$ cat src/inc/supervision_pkg.sv
// constants and types shared by the supervision timer files
// assumes one 200 MHz clock that also serves as the machine cycle
package supervision_pkg;
  // register byte addresses on the avalon slave
  localparam logic [7:0] CTRL_OFFSET = 8'h14;
  localparam logic [7:0] MISC_OFFSET = 8'h4c;
  // values after reset
  localparam logic [7:0] CTRL_RESET = 8'h7f;
  localparam logic [7:0] MISC_RESET = 8'h00;
  // field positions
  localparam int ACTIVATE_BIT = 7;
  localparam int TOP_BIT = 6;
  localparam int BYPASS_BIT = 7;
  // countdown value whose step clears the top bit
  localparam logic [6:0] ROLL_VALUE = 7'h40;
  // machine cycles per countdown step
  localparam int PRESCALE_CYCLES = 65536;
  // clock and reset pulse timing
  localparam int CLK_PERIOD_NS = 5;
  localparam int RESET_LOW_NS = 500;
  localparam int RESET_LOW_CYCLES = (RESET_LOW_NS / CLK_PERIOD_NS < 1) ? 1 : RESET_LOW_NS / CLK_PERIOD_NS;
  // clocks from wake-up to counting again
  localparam int WAKE_DELAY_CLOCKS = 514;
  // low-power sequencing
  typedef enum logic [1:0] {
    st_running,
    st_halted,
    st_waking
  } halt_state_type;
endpackage

$ cat src/inc/supervision_link_if.sv
// signals between the supervision core, its prescaler and its reset stretcher
// assumes all parties share one clock
`timescale 1ns/100ps
interface supervision_link_if;
  logic run;
  logic tick;
  logic fire;
  logic busy;
  modport core (output run, input tick, output fire, input busy);
  modport prescale (input run, output tick);
  modport stretch (input fire, output busy);
endinterface

$ cat src/hw/step_prescaler.sv
// prescaler giving one countdown step every PRESCALE machine cycles
// assumes run drops while the oscillator is considered stopped
`timescale 1ns/100ps
module step_prescaler #(
  parameter int PRESCALE = 65536
) (
  input wire logic clk,
  input wire logic rst,
  supervision_link_if.prescale link
);
  import supervision_pkg::*;

  localparam logic [16:0] LAST = 17'(PRESCALE - 1);

  logic [16:0] phase_r;

  // tick on the last phase while running
  assign link.tick = link.run && (phase_r == LAST);

  // phase holds while frozen, wraps after the last count
  always_ff @(posedge clk) begin
    if (rst) begin
      phase_r <= 17'h0_0000;
    end else if (link.run) begin
      phase_r <= (phase_r == LAST) ? 17'h0_0000 : phase_r + 17'h0_0001;
    end
  end
endmodule

$ cat src/hw/reset_stretcher.sv
// stretcher holding the reset request for a fixed number of cycles
// assumes fire is a one-cycle request from the core
`timescale 1ns/100ps
module reset_stretcher (
  input wire logic clk,
  input wire logic rst,
  supervision_link_if.stretch link
);
  import supervision_pkg::*;

  localparam logic [6:0] LAST = 7'(RESET_LOW_CYCLES - 1);
  localparam int PULSE_LEN = RESET_LOW_CYCLES;

  logic busy_r;
  logic [6:0] cnt_r;

  assign link.busy = busy_r;

  // start on fire, end after the pulse length; fires while busy merge, except one on the last cycle
  always_ff @(posedge clk) begin
    if (rst) begin
      busy_r <= 1'b0;
      cnt_r <= 7'h00;
    end else if (!busy_r) begin
      busy_r <= link.fire;
      cnt_r <= 7'h00;
    end else begin
      // a cause landing on the last cycle starts a fresh pulse instead of being lost
      busy_r <= (cnt_r != LAST) || link.fire;
      cnt_r <= (cnt_r == LAST) ? 7'h00 : cnt_r + 7'h01;
    end
  end
endmodule

$ cat src/hw/supervision_timer.sv
// windowed supervision timer with avalon-mm register access
// assumes halt_exec, usb_suspended and ext_wake come from logic on clk
`timescale 1ns/100ps
module supervision_timer #(
  parameter int PRESCALE = supervision_pkg::PRESCALE_CYCLES
) (
  input wire logic clk,
  input wire logic rst,
  input wire logic [7:0] avs_address,
  input wire logic avs_read,
  input wire logic avs_write,
  input wire logic [31:0] avs_writedata,
  input wire logic [3:0] avs_byteenable,
  output logic [31:0] avs_readdata,
  output logic avs_waitrequest,
  input wire logic permanent_strap,
  input wire logic halt_exec,
  input wire logic usb_suspended,
  input wire logic ext_wake,
  output logic halt_enter,
  output logic halted,
  output logic reset_out_n
);
  import supervision_pkg::*;

  localparam logic [9:0] WAKE_LAST = 10'(WAKE_DELAY_CLOCKS - 1);
  localparam int WAKE_SPAN = WAKE_DELAY_CLOCKS + 1;

  supervision_link_if link ();

  logic ack_r;
  logic [31:0] rdata_r;
  logic wr_ctrl;
  logic wr_misc;
  logic activate_r;
  logic [6:0] count_r;
  logic bypass_r;
  logic permanent_r;
  logic active_eff;
  logic roll_fire;
  logic soft_fire;
  logic halt_fire;
  logic halt_ok;
  halt_state_type state_r;
  halt_state_type state_nxt;
  logic [9:0] wake_cnt_r;
  logic halted_r;

  step_prescaler #(
    .PRESCALE(PRESCALE)
  ) u_prescaler (
    .clk(clk),
    .rst(rst),
    .link(link)
  );

  reset_stretcher u_stretcher (
    .clk(clk),
    .rst(rst),
    .link(link)
  );

  // bus handshake: every access answers on the second cycle
  assign avs_waitrequest = (avs_read || avs_write) && !ack_r;
  assign avs_readdata = rdata_r;

  always_ff @(posedge clk) begin
    if (rst) begin
      ack_r <= 1'b0;
    end else begin
      ack_r <= (avs_read || avs_write) && !ack_r;
    end
  end

  // read data captured in the waiting cycle, zero when unmapped
  always_ff @(posedge clk) begin
    if (rst) begin
      rdata_r <= 32'h0000_0000;
    end else if (avs_read && !ack_r) begin
      if (avs_address == CTRL_OFFSET) begin
        rdata_r <= {24'h00_0000, activate_r, count_r};
      end else if (avs_address == MISC_OFFSET) begin
        rdata_r <= {24'h00_0000, bypass_r, 7'h00};
      end else begin
        rdata_r <= 32'h0000_0000;
      end
    end
  end

  // writes take effect at the edge that ends the answering cycle, one edge after the wait ends
  assign wr_ctrl = avs_write && ack_r && avs_byteenable[0] && (avs_address == CTRL_OFFSET);
  assign wr_misc = avs_write && ack_r && avs_byteenable[0] && (avs_address == MISC_OFFSET);

  // configuration strap caught while reset is held
  always_ff @(posedge clk) begin
    if (rst) begin
      permanent_r <= permanent_strap;
    end
  end

  // activate bit: set by software, cleared only by reset
  always_ff @(posedge clk) begin
    if (rst) begin
      activate_r <= CTRL_RESET[ACTIVATE_BIT];
    end else if (wr_ctrl && avs_writedata[ACTIVATE_BIT]) begin
      activate_r <= 1'b1;
    end
  end

  // permanent mode overrides the activate bit
  assign active_eff = activate_r || permanent_r;

  // countdown: a refresh wins over a step in the same cycle
  always_ff @(posedge clk) begin
    if (rst) begin
      count_r <= CTRL_RESET[6:0];
    end else if (wr_ctrl) begin
      count_r <= avs_writedata[6:0];
    end else if (link.tick) begin
      count_r <= count_r - 7'h01;
    end
  end

  // halt bypass bit, other bits of the register read zero
  always_ff @(posedge clk) begin
    if (rst) begin
      bypass_r <= MISC_RESET[BYPASS_BIT];
    end else if (wr_misc) begin
      bypass_r <= avs_writedata[BYPASS_BIT];
    end
  end

  // reset sources: roll-over, software force, halt while active
  assign roll_fire = link.tick && !wr_ctrl && active_eff && (count_r == ROLL_VALUE);
  assign soft_fire = wr_ctrl && (avs_writedata[ACTIVATE_BIT] || permanent_r)
    && !avs_writedata[TOP_BIT];
  assign halt_fire = halt_exec && (state_r == st_running) && active_eff
    && !bypass_r && !usb_suspended;
  assign halt_ok = halt_exec && (state_r == st_running) && !halt_fire;
  assign link.fire = roll_fire || soft_fire || halt_fire;
  assign halt_enter = halt_ok;

  // counting stops while halted and while waking
  assign link.run = (state_r == st_running);

  // low-power sequencing
  always_comb begin
    state_nxt = state_r;
    unique case (state_r)
      st_running: begin
        if (halt_ok) begin
          state_nxt = st_halted;
        end
      end
      st_halted: begin
        if (ext_wake) begin
          state_nxt = st_waking;
        end
      end
      st_waking: begin
        if (wake_cnt_r == WAKE_LAST) begin
          state_nxt = st_running;
        end
      end
    endcase
  end

  always_ff @(posedge clk) begin
    if (rst) begin
      state_r <= st_running;
    end else begin
      state_r <= state_nxt;
    end
  end

  // wake delay counter
  always_ff @(posedge clk) begin
    if (rst) begin
      wake_cnt_r <= 10'h000;
    end else if (state_r == st_waking) begin
      wake_cnt_r <= wake_cnt_r + 10'h001;
    end else begin
      wake_cnt_r <= 10'h000;
    end
  end

  // status outputs
  always_ff @(posedge clk) begin
    if (rst) begin
      halted_r <= 1'b0;
    end else begin
      halted_r <= (state_nxt != st_running);
    end
  end

  assign halted = halted_r;
  assign reset_out_n = !link.busy;
endmodule

$ cat config.mk
export PLATFORM = sky130hd
export DESIGN_NAME = supervision_timer
export DESIGN_NICKNAME = d
export VERILOG_FILES = /design/src/inc/supervision_pkg.sv /design/src/inc/supervision_link_if.sv /design/src/hw/step_prescaler.sv /design/src/hw/reset_stretcher.sv /design/src/hw/supervision_timer.sv
export SDC_FILE = /design/constraint.sdc
export NUM_CORES = 1
export LEC_CHECK = 0
export BUFFER_PORTS_ARGS = -buffer_cell sky130_fd_sc_hd__buf_2
export CORE_UTILIZATION = 45
export CTS_BUF_LIST = sky130_fd_sc_hd__clkbuf_8
export CTS_CLUSTER_SIZE = 10
export DETAILED_ROUTE_END_ITERATION = 7
export GPL_ROUTABILITY_DRIVEN = 0
export GPL_TIMING_DRIVEN = 0
export PLACE_DENSITY = 0.72
export SYNTH_ARGS = -nofsm -noshare
export SYNTH_HDL_FRONTEND = slang
export SYNTH_SLANG_ARGS = --single-unit
$ cat constraint.sdc
create_clock -name clk -period 3.2 [get_ports clk]
set_input_delay 0.48 -clock clk [delete_from_list [all_inputs] [get_ports clk]]
set_output_delay 0.48 -clock clk [all_outputs]
set_load 0.05 [all_outputs]
# --- After elaboration in Yosys (flattened, before gate mapping) ---
# Cells that the tools add are included.
totals:
  wordCells: 73
  output_inout_bits: 36
  input_bits: 52
  regBits: 81
classes:
  reduce_logical: 36
  mux: 10
  n_bitwise: 2
  eq_ne: 9
  add_sub_neg: 4
op_table:
  columns: ["op", "count"]
  rows:
  - ["1-bit logical AND", 18]
  - ["17-bit by 1-bit adder with 17-bit output, second input constant", 1]
  - ["17-bit by 16-bit equality test with 1-bit output, second input constant", 1]
  - ["17-bit 2-to-1 mux", 1]
  - ["8-bit 2-to-1 mux", 2]
  - ["7-bit equality test, second input constant", 2]
  - ["7-bit 2-to-1 mux", 2]
  - ["10-bit by 1-bit adder with 10-bit output, second input constant", 1]
  - ["10-bit equality test, second input constant", 1]
  - ["8-bit by 5-bit equality test with 1-bit output, second input constant", 1]
  - ["8-bit by 7-bit equality test with 1-bit output, second input constant", 1]
  - ["7-bit by 1-bit adder with 7-bit output, second input constant", 1]
  - ["1-bit zero test", 7]
  - ["7-bit inequality test, second input constant", 1]
  - ["7-bit by 1-bit subtractor with 7-bit output, second input constant", 1]
  - ["1-bit logical OR", 6]
  - ["2-bit 2-to-1 mux", 3]
  - ["2-bit case mux with 3 select lines", 1]
  - ["2-bit nonzero test", 2]
  - ["3-bit OR reduction", 1]
  - ["2-bit by 1-bit equality test with 1-bit output, second input constant", 1]
  - ["2-bit equality test, second input constant", 1]
  - ["2-bit zero test", 1]
  - ["1-bit inverter", 2]
  - ["2 further kinds", 2]

# --- Logic depth before layout (Yosys ltp) ---
# Gate-level depths: netlist of the first run.
depth:
  depth_word: 11
  ltp_mapped: 9
  mapped_depth_nobuf: 7

# --- Hierarchy ---
# A second synthesis of the first run with hierarchy kept.
hier_totals:
  hier_cells: 321
  area_unflattened_um2: 2835.2
by_module_without_submodules:
  columns: ["module", "cells_per_inst", "seq_area_each_um2", "n_inst", "area_per_inst_um2"]
  rows:
  - ["supervision_timer", 201, 650.6, 1, 1715.4]
  - ["step_prescaler", 84, 340.3, 1, 774.5]
  - ["reset_stretcher", 36, 160.2, 1, 345.3]

# --- Worst setup path before layout of the first run ---
# No wires, ideal clock.
synth_path:
  kind: "input port to flip-flop"
  startpoint: "in avs_address[0]"
  endpoint: "reg bypass_r"
  setup_ns: 0.128
  n_path_buf: 0
  t_arrival_ns: 1.726
  slack_ns: 1.347
  path_stages: 5
  required_ns: 3.072
  path_cell_list: "or4b_4 or2_4 nor3_1 mux2i_1 nor2_1"
synth_between:
  elab_chain_len: 2
synth_rtl:
  columns: ["item", "line_no", "rtl"]
  rows:
  - ["start, declared", "supervision_timer.sv:9", "input wire logic [7:0] avs_address,"]
  - ["8-bit by 7-bit equality test with 1-bit output", "supervision_timer.sv:92", "assign wr_misc = avs_write && ack_r && avs_byteenable[0] && (avs_address == MISC_OFFSET);"]
  - ["1-bit logical AND", "supervision_timer.sv:92", null]
  - ["end signal, assigned", "supervision_timer.sv:127", "bypass_r <= MISC_RESET[BYPASS_BIT];"]
  - ["end signal, assigned", "supervision_timer.sv:129", "bypass_r <= avs_writedata[BYPASS_BIT];"]
  - ["end, declared", "supervision_timer.sv:37", "logic bypass_r;"]
# No other way between the ends.
# A chain may end at the register's enable or synchronous reset.

# --- Worst setup path in the final report of the first run ---
layout_path:
  startpoint: "reg state_r[1]"
  endpoint: "out halt_enter"
layout_between:
  elab_chain_len: 7
layout_rtl:
  columns: ["item", "line_no", "rtl"]
  rows:
  - ["start, declared", "supervision_timer.sv:44", "halt_state_type state_r;"]
  - ["start signal, assigned", "supervision_timer.sv:170", "state_r <= st_running;"]
  - ["start signal, assigned", "supervision_timer.sv:172", "state_r <= state_nxt;"]
  - ["2-bit zero test *", "supervision_timer.sv:137, supervision_timer.sv:139", null]
  - ["1-bit logical AND *", "supervision_timer.sv:137, supervision_timer.sv:139", null]
  - ["1-bit logical AND", "supervision_timer.sv:137", "assign halt_fire = halt_exec && (state_r == st_running) && active_eff"]
  - ["1-bit logical AND (2 in a row)", "supervision_timer.sv:138", "&& !bypass_r && !usb_suspended;"]
  - ["1-bit zero test", "supervision_timer.sv:139", "assign halt_ok = halt_exec && (state_r == st_running) && !halt_fire;"]
  - ["1-bit logical AND *", "supervision_timer.sv:139", null]
  - ["end, declared", "supervision_timer.sv:20", "output logic halt_enter,"]
# Mark *: on every way between the ends. The rest lies on a longest branch, timed or not.

==> results of run 1 <==
## cells in the mapped netlist (2+ instances only)
cell type / instances / area share
o21ai_0: 2 / 0.0036
buf_2: 2 / 0.0036
nor3_1: 8 / 0.014
clkbuf_1: 4 / 0.0054
inv_1: 13 / 0.018
or3_1: 2 / 0.0045
nand3_1: 19 / 0.034
nand3b_1: 2 / 0.0054
buf_4: 24 / 0.065
or2_2: 2 / 0.0045
nand2_1: 10 / 0.014
xnor2_1: 12 / 0.038
nand2b_1: 8 / 0.018
ha_1: 8 / 0.036
a21oi_1: 15 / 0.027
nor3_2: 2 / 0.0072
dfxtp_1: 56 / 0.40
a22oi_1: 8 / 0.022
nor4_4: 2 / 0.015
nand4_1: 6 / 0.014
nor2_1: 63 / 0.085
xor2_1: 20 / 0.063
and3_1: 6 / 0.014
## worst max-delay path, cell delays in order (launching register included)
cell and delay, ns:
dfxtp_1 0.33, inv_1 0.10, ha_1 0.15, buf_2 0.18, o311ai_0 0.23, inv_1 0.09, buf_2 0.26
## per-stage QoR
step	instances	setup slack [ns]
floorplan	340	1.347
global placement	451	1.167
detailed placement	451	1.105
CTS	467	1.036
global route	467	0.9008
finish	467	1.045
## flip-flops by register name, summed over array words and instances, names as in the netlist
signal and count:
permanent_r 1, u_stretcher.cnt_r 7, halted 1, u_stretcher.link.busy 1, bypass_r 1, count_r 7, ack_r 1, avs_readdata 8
state_r 2, wake_cnt_r 10, u_prescaler.phase_r 17, activate_r 1
## routing by layer
| layer | wire, um | up-vias |
|---|---|---|
| met2 | 2423 | 43 |
| met1 | 2342 | 1019 |
| met4 | 84 | 0 |
| met5 | 0 | - |
| met3 | 246 | 8 |
| li1 | - | 1160 |
## layout make-up
type,instances,area (um2),share of cell area
Multi-Input combinational cell,238,1444,0.4360
Tap cell,75,93.84,0.02833
Buffer,32,220.2,0.06649
Timing Repair Buffer,36,180.2,0.05440
Clock buffer,11,151.4,0.04571
Inverter,13,48.80,0.01473
Sequential cell,57,1151,0.3476
Clock inverter,5,22.52,0.006800
## cells by family (layout without fill, tap and decap cells)
group	Yosys count	in the layout	synth area share
AND/OR/NAND/NOR	142	142	0.2743
flip-flops	57	57	0.4144
buffers and inverters	45	97	0.09684
XOR/XNOR	32	32	0.1009
AO/OA/AOI/OAI	30	30	0.06847
adder cells (fa/ha/maj)	8	8	0.03604
multiplexers	2	2	0.007658
other	1	24	0.001350
## report_power, final
part	internal (mW)	switching [mW]
clock network	0.313	0.267
logic	0.0669	0.143
registers	0.727	0.0121
total	1.11	0.422
## worst max-delay path by stage
stage	from	to	slack [ns]	cells past startpoint
finish	state_r[1]	halt_enter	1.04	6
global route	state_r[1]	u_prescaler.phase_r[7]	0.90	9
CTS	state_r[1]	halt_enter	1.04	6
detailed placement	state_r[1]	u_prescaler.phase_r[7]	1.11	9
global placement	state_r[1]	u_prescaler.phase_r[7]	1.17	9
floorplan	avs_address[0]	bypass_r	1.35	5
==> impl_metrics.csv, run 1 <==
group,metric,value,unit
status,status,"finished, final reports clean",
final_layout,fillers,553,
timing,slew_headroom,0.6101,
worst_setup_path,worstSetupPathType,"flop to output pin",
worst_setup_path,startpoint_type,"flop",
grt,grt_pass1_wl,8431,um
worst_setup_path,timing.reg2reg.setup_slack,1.10,ns
logic_synthesis,synth_seq_cells,57,
grt,use_met3,0.07273,
worst_setup_path,r2r-start,"state_r[1]",
timing,grt_setup_unrepaired,"no",
placement,placed_cell_area,0.003138,mm2
worst_setup_path,critPathMaxFanout,10,
grt,antenna_found_initial,0,
worst_setup_path,ff2ff_path_depth,9,
detailed_routing,drt_iter0_markers,123,
final_layout,layout_common_cells,"nor2_1, dfxtp_1, buf_2, buf_4, conb_1",
floorplan,num_rows,28,
worst_setup_path,crit_path_end_kind,"output pin",
logic_synthesis,synth-seq-area-share,0.4144,
timing,slew_viol_final,0,
worst_setup_path,r2r_end,"u_prescaler.phase_r[7]",
detailed_routing,ant_nets,0,
timing,fmax,464.0,MHz
clock_network,tritoncts,"built",
grt,grt.busiest_layer,"met2",
final_layout,final_common_cell,"nor2_1",
final_layout,fin_nets,447,
timing,holdWs,0.3184,ns
placement,io_buffers,36,
logic_synthesis,synthCells,317,
floorplan,die_area,0.006491,mm2
logic_synthesis,synth_edf_count,1,
floorplan,start_util,0.4691,
logic_synthesis,dominantRegCellSynth,"dfxtp_1",
timing,finalCriticalPeriod,2.155,ns
detailed_routing,via_count,2230,
logic_synthesis,syn_avg_cell_area,8.762,um2
clock_network,cts_hold_buffers,0,
detailed_routing,drc_errors,0,
grt,grtUsageMet2,0.2627,
min_path,min_to,"permanent_r",
final_layout,layout-drive-gt1-share,0.2347,
logic_synthesis,synth_area,0.002778,mm2
power,p_leak,1.427,nW
power,fin_total_pwr,1.529,mW
final_layout,design_area,0.003312,mm2
logic_synthesis,ys_warn_count,0,
clock_network,cts_setup_buffers,0,
floorplan,ios,88,
run,drv_cap,0,
final_layout,diodes,0,
floorplan,die_x,80.57,um
worst_setup_path,required,2.72,ns
detailed_routing,vias_per_cell,4.775,
placement,dp_hpwl,3839,um
floorplan,core_area,0.005921,mm2
clock_network,cts_root_buf,"clkbuf_8",
min_path,min_path_type,"primary input to flop",
clock_network,cts.sinks,57,
detailed_routing,drt-pass1-iter-count,4,
timing,fin_worst_skew,0.007348,ns
clock_network,cts_buffer_depth,2,
min_path,hp-start,"permanent_strap",
timing,period_share,0.6735,
clock_network,ctsResizeCount,0,
detailed_routing,drt_wl_total,5096,um
timing,final_hold_viol_count,0,
grt,gr-total-overflow,0,
logic_synthesis,synth-async-reset-ratio,0,
clock_network,clk_latency,0.34,ns
grt,grtUsageTotal,0.1716,
power,power_density,461.6,mW/mm2
grt,grt_pass1_vias,1931,
grt,grt_max_degree,11,
detailed_routing,wl_per_cell,10.91,um
timing,setup_viol,0,
power,max-vdd-ir-drop,0.0003298,V
timing,worstMarginPinSlew,0.5775,ns
grt,use_met1,0.2082,
clock_network,cts-htree-levels,3,
final_layout,syn_to_final_growth,19.23,%
clock_network,cts_inserted_buffers,9,
final_layout,fin_util,0.5594,
timing,tns,0,ns
worst_setup_path,arrival,1.68,ns
clock_network,cts.reportedPaths.clkPinSlew,0.06,ns
min_path,whs_path_depth,1,
floorplan,fp.dieH,80.57,um
logic_synthesis,synth_cell_types,46,
Note: power is estimated with default switching activity, not from simulation.
==> run 2, diff against run 1 <==
ABC_AREA = 1   (was unset)
PLACE_DENSITY = 0.71   (was 0.72)
clock period = 2.1 ns   (was 3.2 ns; I/O delays follow)
==> run 2 against run 1 <==
Compared with the run above:
- non-clock buffer count did not move
- count of clock-buffer cells in the layout did not move
- first-iteration DRC count fell by 38%
- wire length rose by 15%
- clock skew rose by 0.0015 ns
- sequential share of layout area fell by 2.1 points
- global-route usage rose by 1.1 points
==> impl_metrics.csv, run 2 <==
group,metric,value,unit
logic_synthesis,synthCells,414,
detailed_routing,wl_per_cell,10.39,um
power,p_leak,1.594,nW
detailed_routing,drt_iter0_markers,76,
grt,antenna_found_initial,0,
floorplan,start_util,0.4688,
floorplan,fp.dieH,83.33,um
final_layout,final_common_cell,"nand2_1",
detailed_routing,ant_nets,0,
detailed_routing,drt_wl_total,5883,um
status,status,"finished, final reports clean",
clock_network,cts_hold_buffers,0,
final_layout,final_cells,566,
timing,slew_viol_final,0,
floorplan,die_area,0.006944,mm2
final_layout,layout_common_cells,"nand2_1, dfxtp_1, inv_1, nor2_1, nand3_1",
detailed_routing,vias_per_cell,4.841,
logic_synthesis,dominantRegCellSynth,"dfxtp_1",
final_layout,diodes,0,
final_layout,syn_to_final_growth,18.33,%
clock_network,clk_latency,0.33,ns
grt,grt_max_degree,11,
logic_synthesis,ys_warn_count,0,
run,drv_cap,0,
logic_synthesis,synth-async-reset-ratio,0,
grt,gr-total-overflow,0,
min_path,min_path_type,"primary input to flop",
worst_setup_path,required,1.78,ns
final_layout,design_area,0.003522,mm2
floorplan,core_area,0.006350,mm2
timing,final_hold_viol_count,0,
grt,grt_pass1_wl,10520,um
timing,tns,0,ns
power,max-vdd-ir-drop,0.0005225,V
timing,fin_worst_skew,0.008815,ns
placement,io_buffers,36,
timing,fmax,529.3,MHz
clock_network,cts.sinks,57,
grt,grtUsageTotal,0.1823,
worst_setup_path,startpoint_type,"flop",
clock_network,cts-htree-levels,3,
logic_synthesis,syn_avg_cell_area,7.190,um2
logic_synthesis,synth_cell_types,35,
detailed_routing,top_layer,"met4",
logic_synthesis,ys_top_cells_by_area,"dfxtp_1, nand2_1, nand3_1",
logic_synthesis,synth_edf_count,1,
logic_synthesis,synth_area,0.002977,mm2
placement,placed_cell_area,0.003339,mm2
final_layout,fin_nets,544,
clock_network,cts_root_buf,"clkbuf_8",
logic_synthesis,synth_top_area_share,0.3766,
logic_synthesis,synth_seq_cells,57,
floorplan,die_x,83.33,um
grt,grt_pass1_vias,2507,
timing,grt_setup_unrepaired,"no",
floorplan,ios,88,
power,power_density,684.5,mW/mm2
clock_network,tritoncts,"built",
worst_setup_path,critPathMaxFanout,7,
clock_network,cts_buffer_depth,2,
detailed_routing,drc_errors,0,
logic_synthesis,synth_commonest_cells,"nand2_1, dfxtp_1, inv_1, nor2_1, nand3_1",
clock_network,cts.reportedPaths.clkPinSlew,0.06,ns
timing,holdWs,0.1640,ns
worst_setup_path,arrival,1.57,ns
detailed_routing,dr_wl_met3,231,um
final_layout,regMostFlops,"u_prescaler.phase_r",
logic_synthesis,synth_most_common_cell,"nand2_1",
timing,finalCriticalPeriod,1.889,ns
timing,setup_viol,0,
logic_synthesis,synth_largest_area_cell,"dfxtp_1",
placement,place_inst,550,
worst_setup_path,worstSetupPathType,"flop to output pin",
clock_network,cts_inserted_buffers,9,
floorplan,num_rows,29,
detailed_routing,wl_met2,2788,um
final_layout,layout-drive-gt1-share,0.1902,
timing,period_share,0.8997,
final_layout,largest_register_ffs,17,
detailed_routing,drt-pass1-iter-count,4,
worst_setup_path,crit_path_end_kind,"output pin",
detailed_routing,drt-met1-wl,2790,um
detailed_routing,via_count,2740,
logic_synthesis,synth-seq-area-share,0.3867,
placement,dp_hpwl,4474,um
[run 2: repair_timing]
item                                    4_1_cts  5_1_grt
hold endpoints to repair                      0        0
endpoints found under the setup margin        0        1
gates resized for setup                       0        3
setup buffers                                 0        0
[run 2: path summary, 6_finish.rpt]
path	startpoint	cells after the start	slack, ns	endpoint
max	state_r[1]	5	0.21	halt_enter
min	permanent_strap	1	0.16	permanent_r
max reg2reg	state_r[1]	11	0.41	u_prescaler.phase_r[15]
min reg2reg	u_stretcher.cnt_r[0]	1	0.46	u_stretcher.cnt_r[0]
[run 2: cells by family after synthesis]
kind of cell,count (synthesis),synth area share
buffers and inverters,85,0.1404
xor gates and xnor gates,15,0.04413
AOI/OAI and AO/OA,53,0.09500
adders and majority gates,8,0.03363
other,1,0.001260
DFF,57,0.3867
and+or+nand+nor,195,0.2989
[run 2: power by group]
| group | switching [mW] | internal (mW) |
|---|---|---|
| Clock | 0.426 | 0.478 |
| Combinational | 0.268 | 0.107 |
| Sequential | 0.0176 | 1.12 |
[run 2: final cells by class]
cell class | count | area, um2
Sequential cell | 57 | 1151
Fill cell | 619 | 2828
Multi-Input combinational cell | 295 | 1500
Buffer | 32 | 214.0
Tap cell | 77 | 96.34
Clock inverter | 5 | 22.52
Inverter | 53 | 203.9
Timing Repair Buffer | 36 | 182.7
Clock buffer | 11 | 151.4
[run 2: stage by stage]
step           setup slack, ns  utilization  total power [mW]
6_report                0.2106       0.5547             2.411
5_1_grt                 0.1021       0.5547             2.524
4_1_cts                0.03595       0.5533             2.422
3_5_place_dp            0.3392       0.5259             1.525
3_3_place_gp            0.3691       0.5259             1.518
2_1_floorplan           0.1233            -             1.453
[run 2: routing by layer]
metal / global-route usage / vias to the layer above
met1: 0.2304 / 1248
met5: 0 / -
met2: 0.3107 / 58
met4: 0.07210 / 0
met3: 0.02783 / 7
li1: - / 1427
[run 2: critical path: stages (launching register included)]
cell      delay, ns
dfxtp_1        0.33
inv_1          0.10
ha_2           0.26
nand2_1        0.11
a21oi_2        0.18
clkbuf_4       0.27
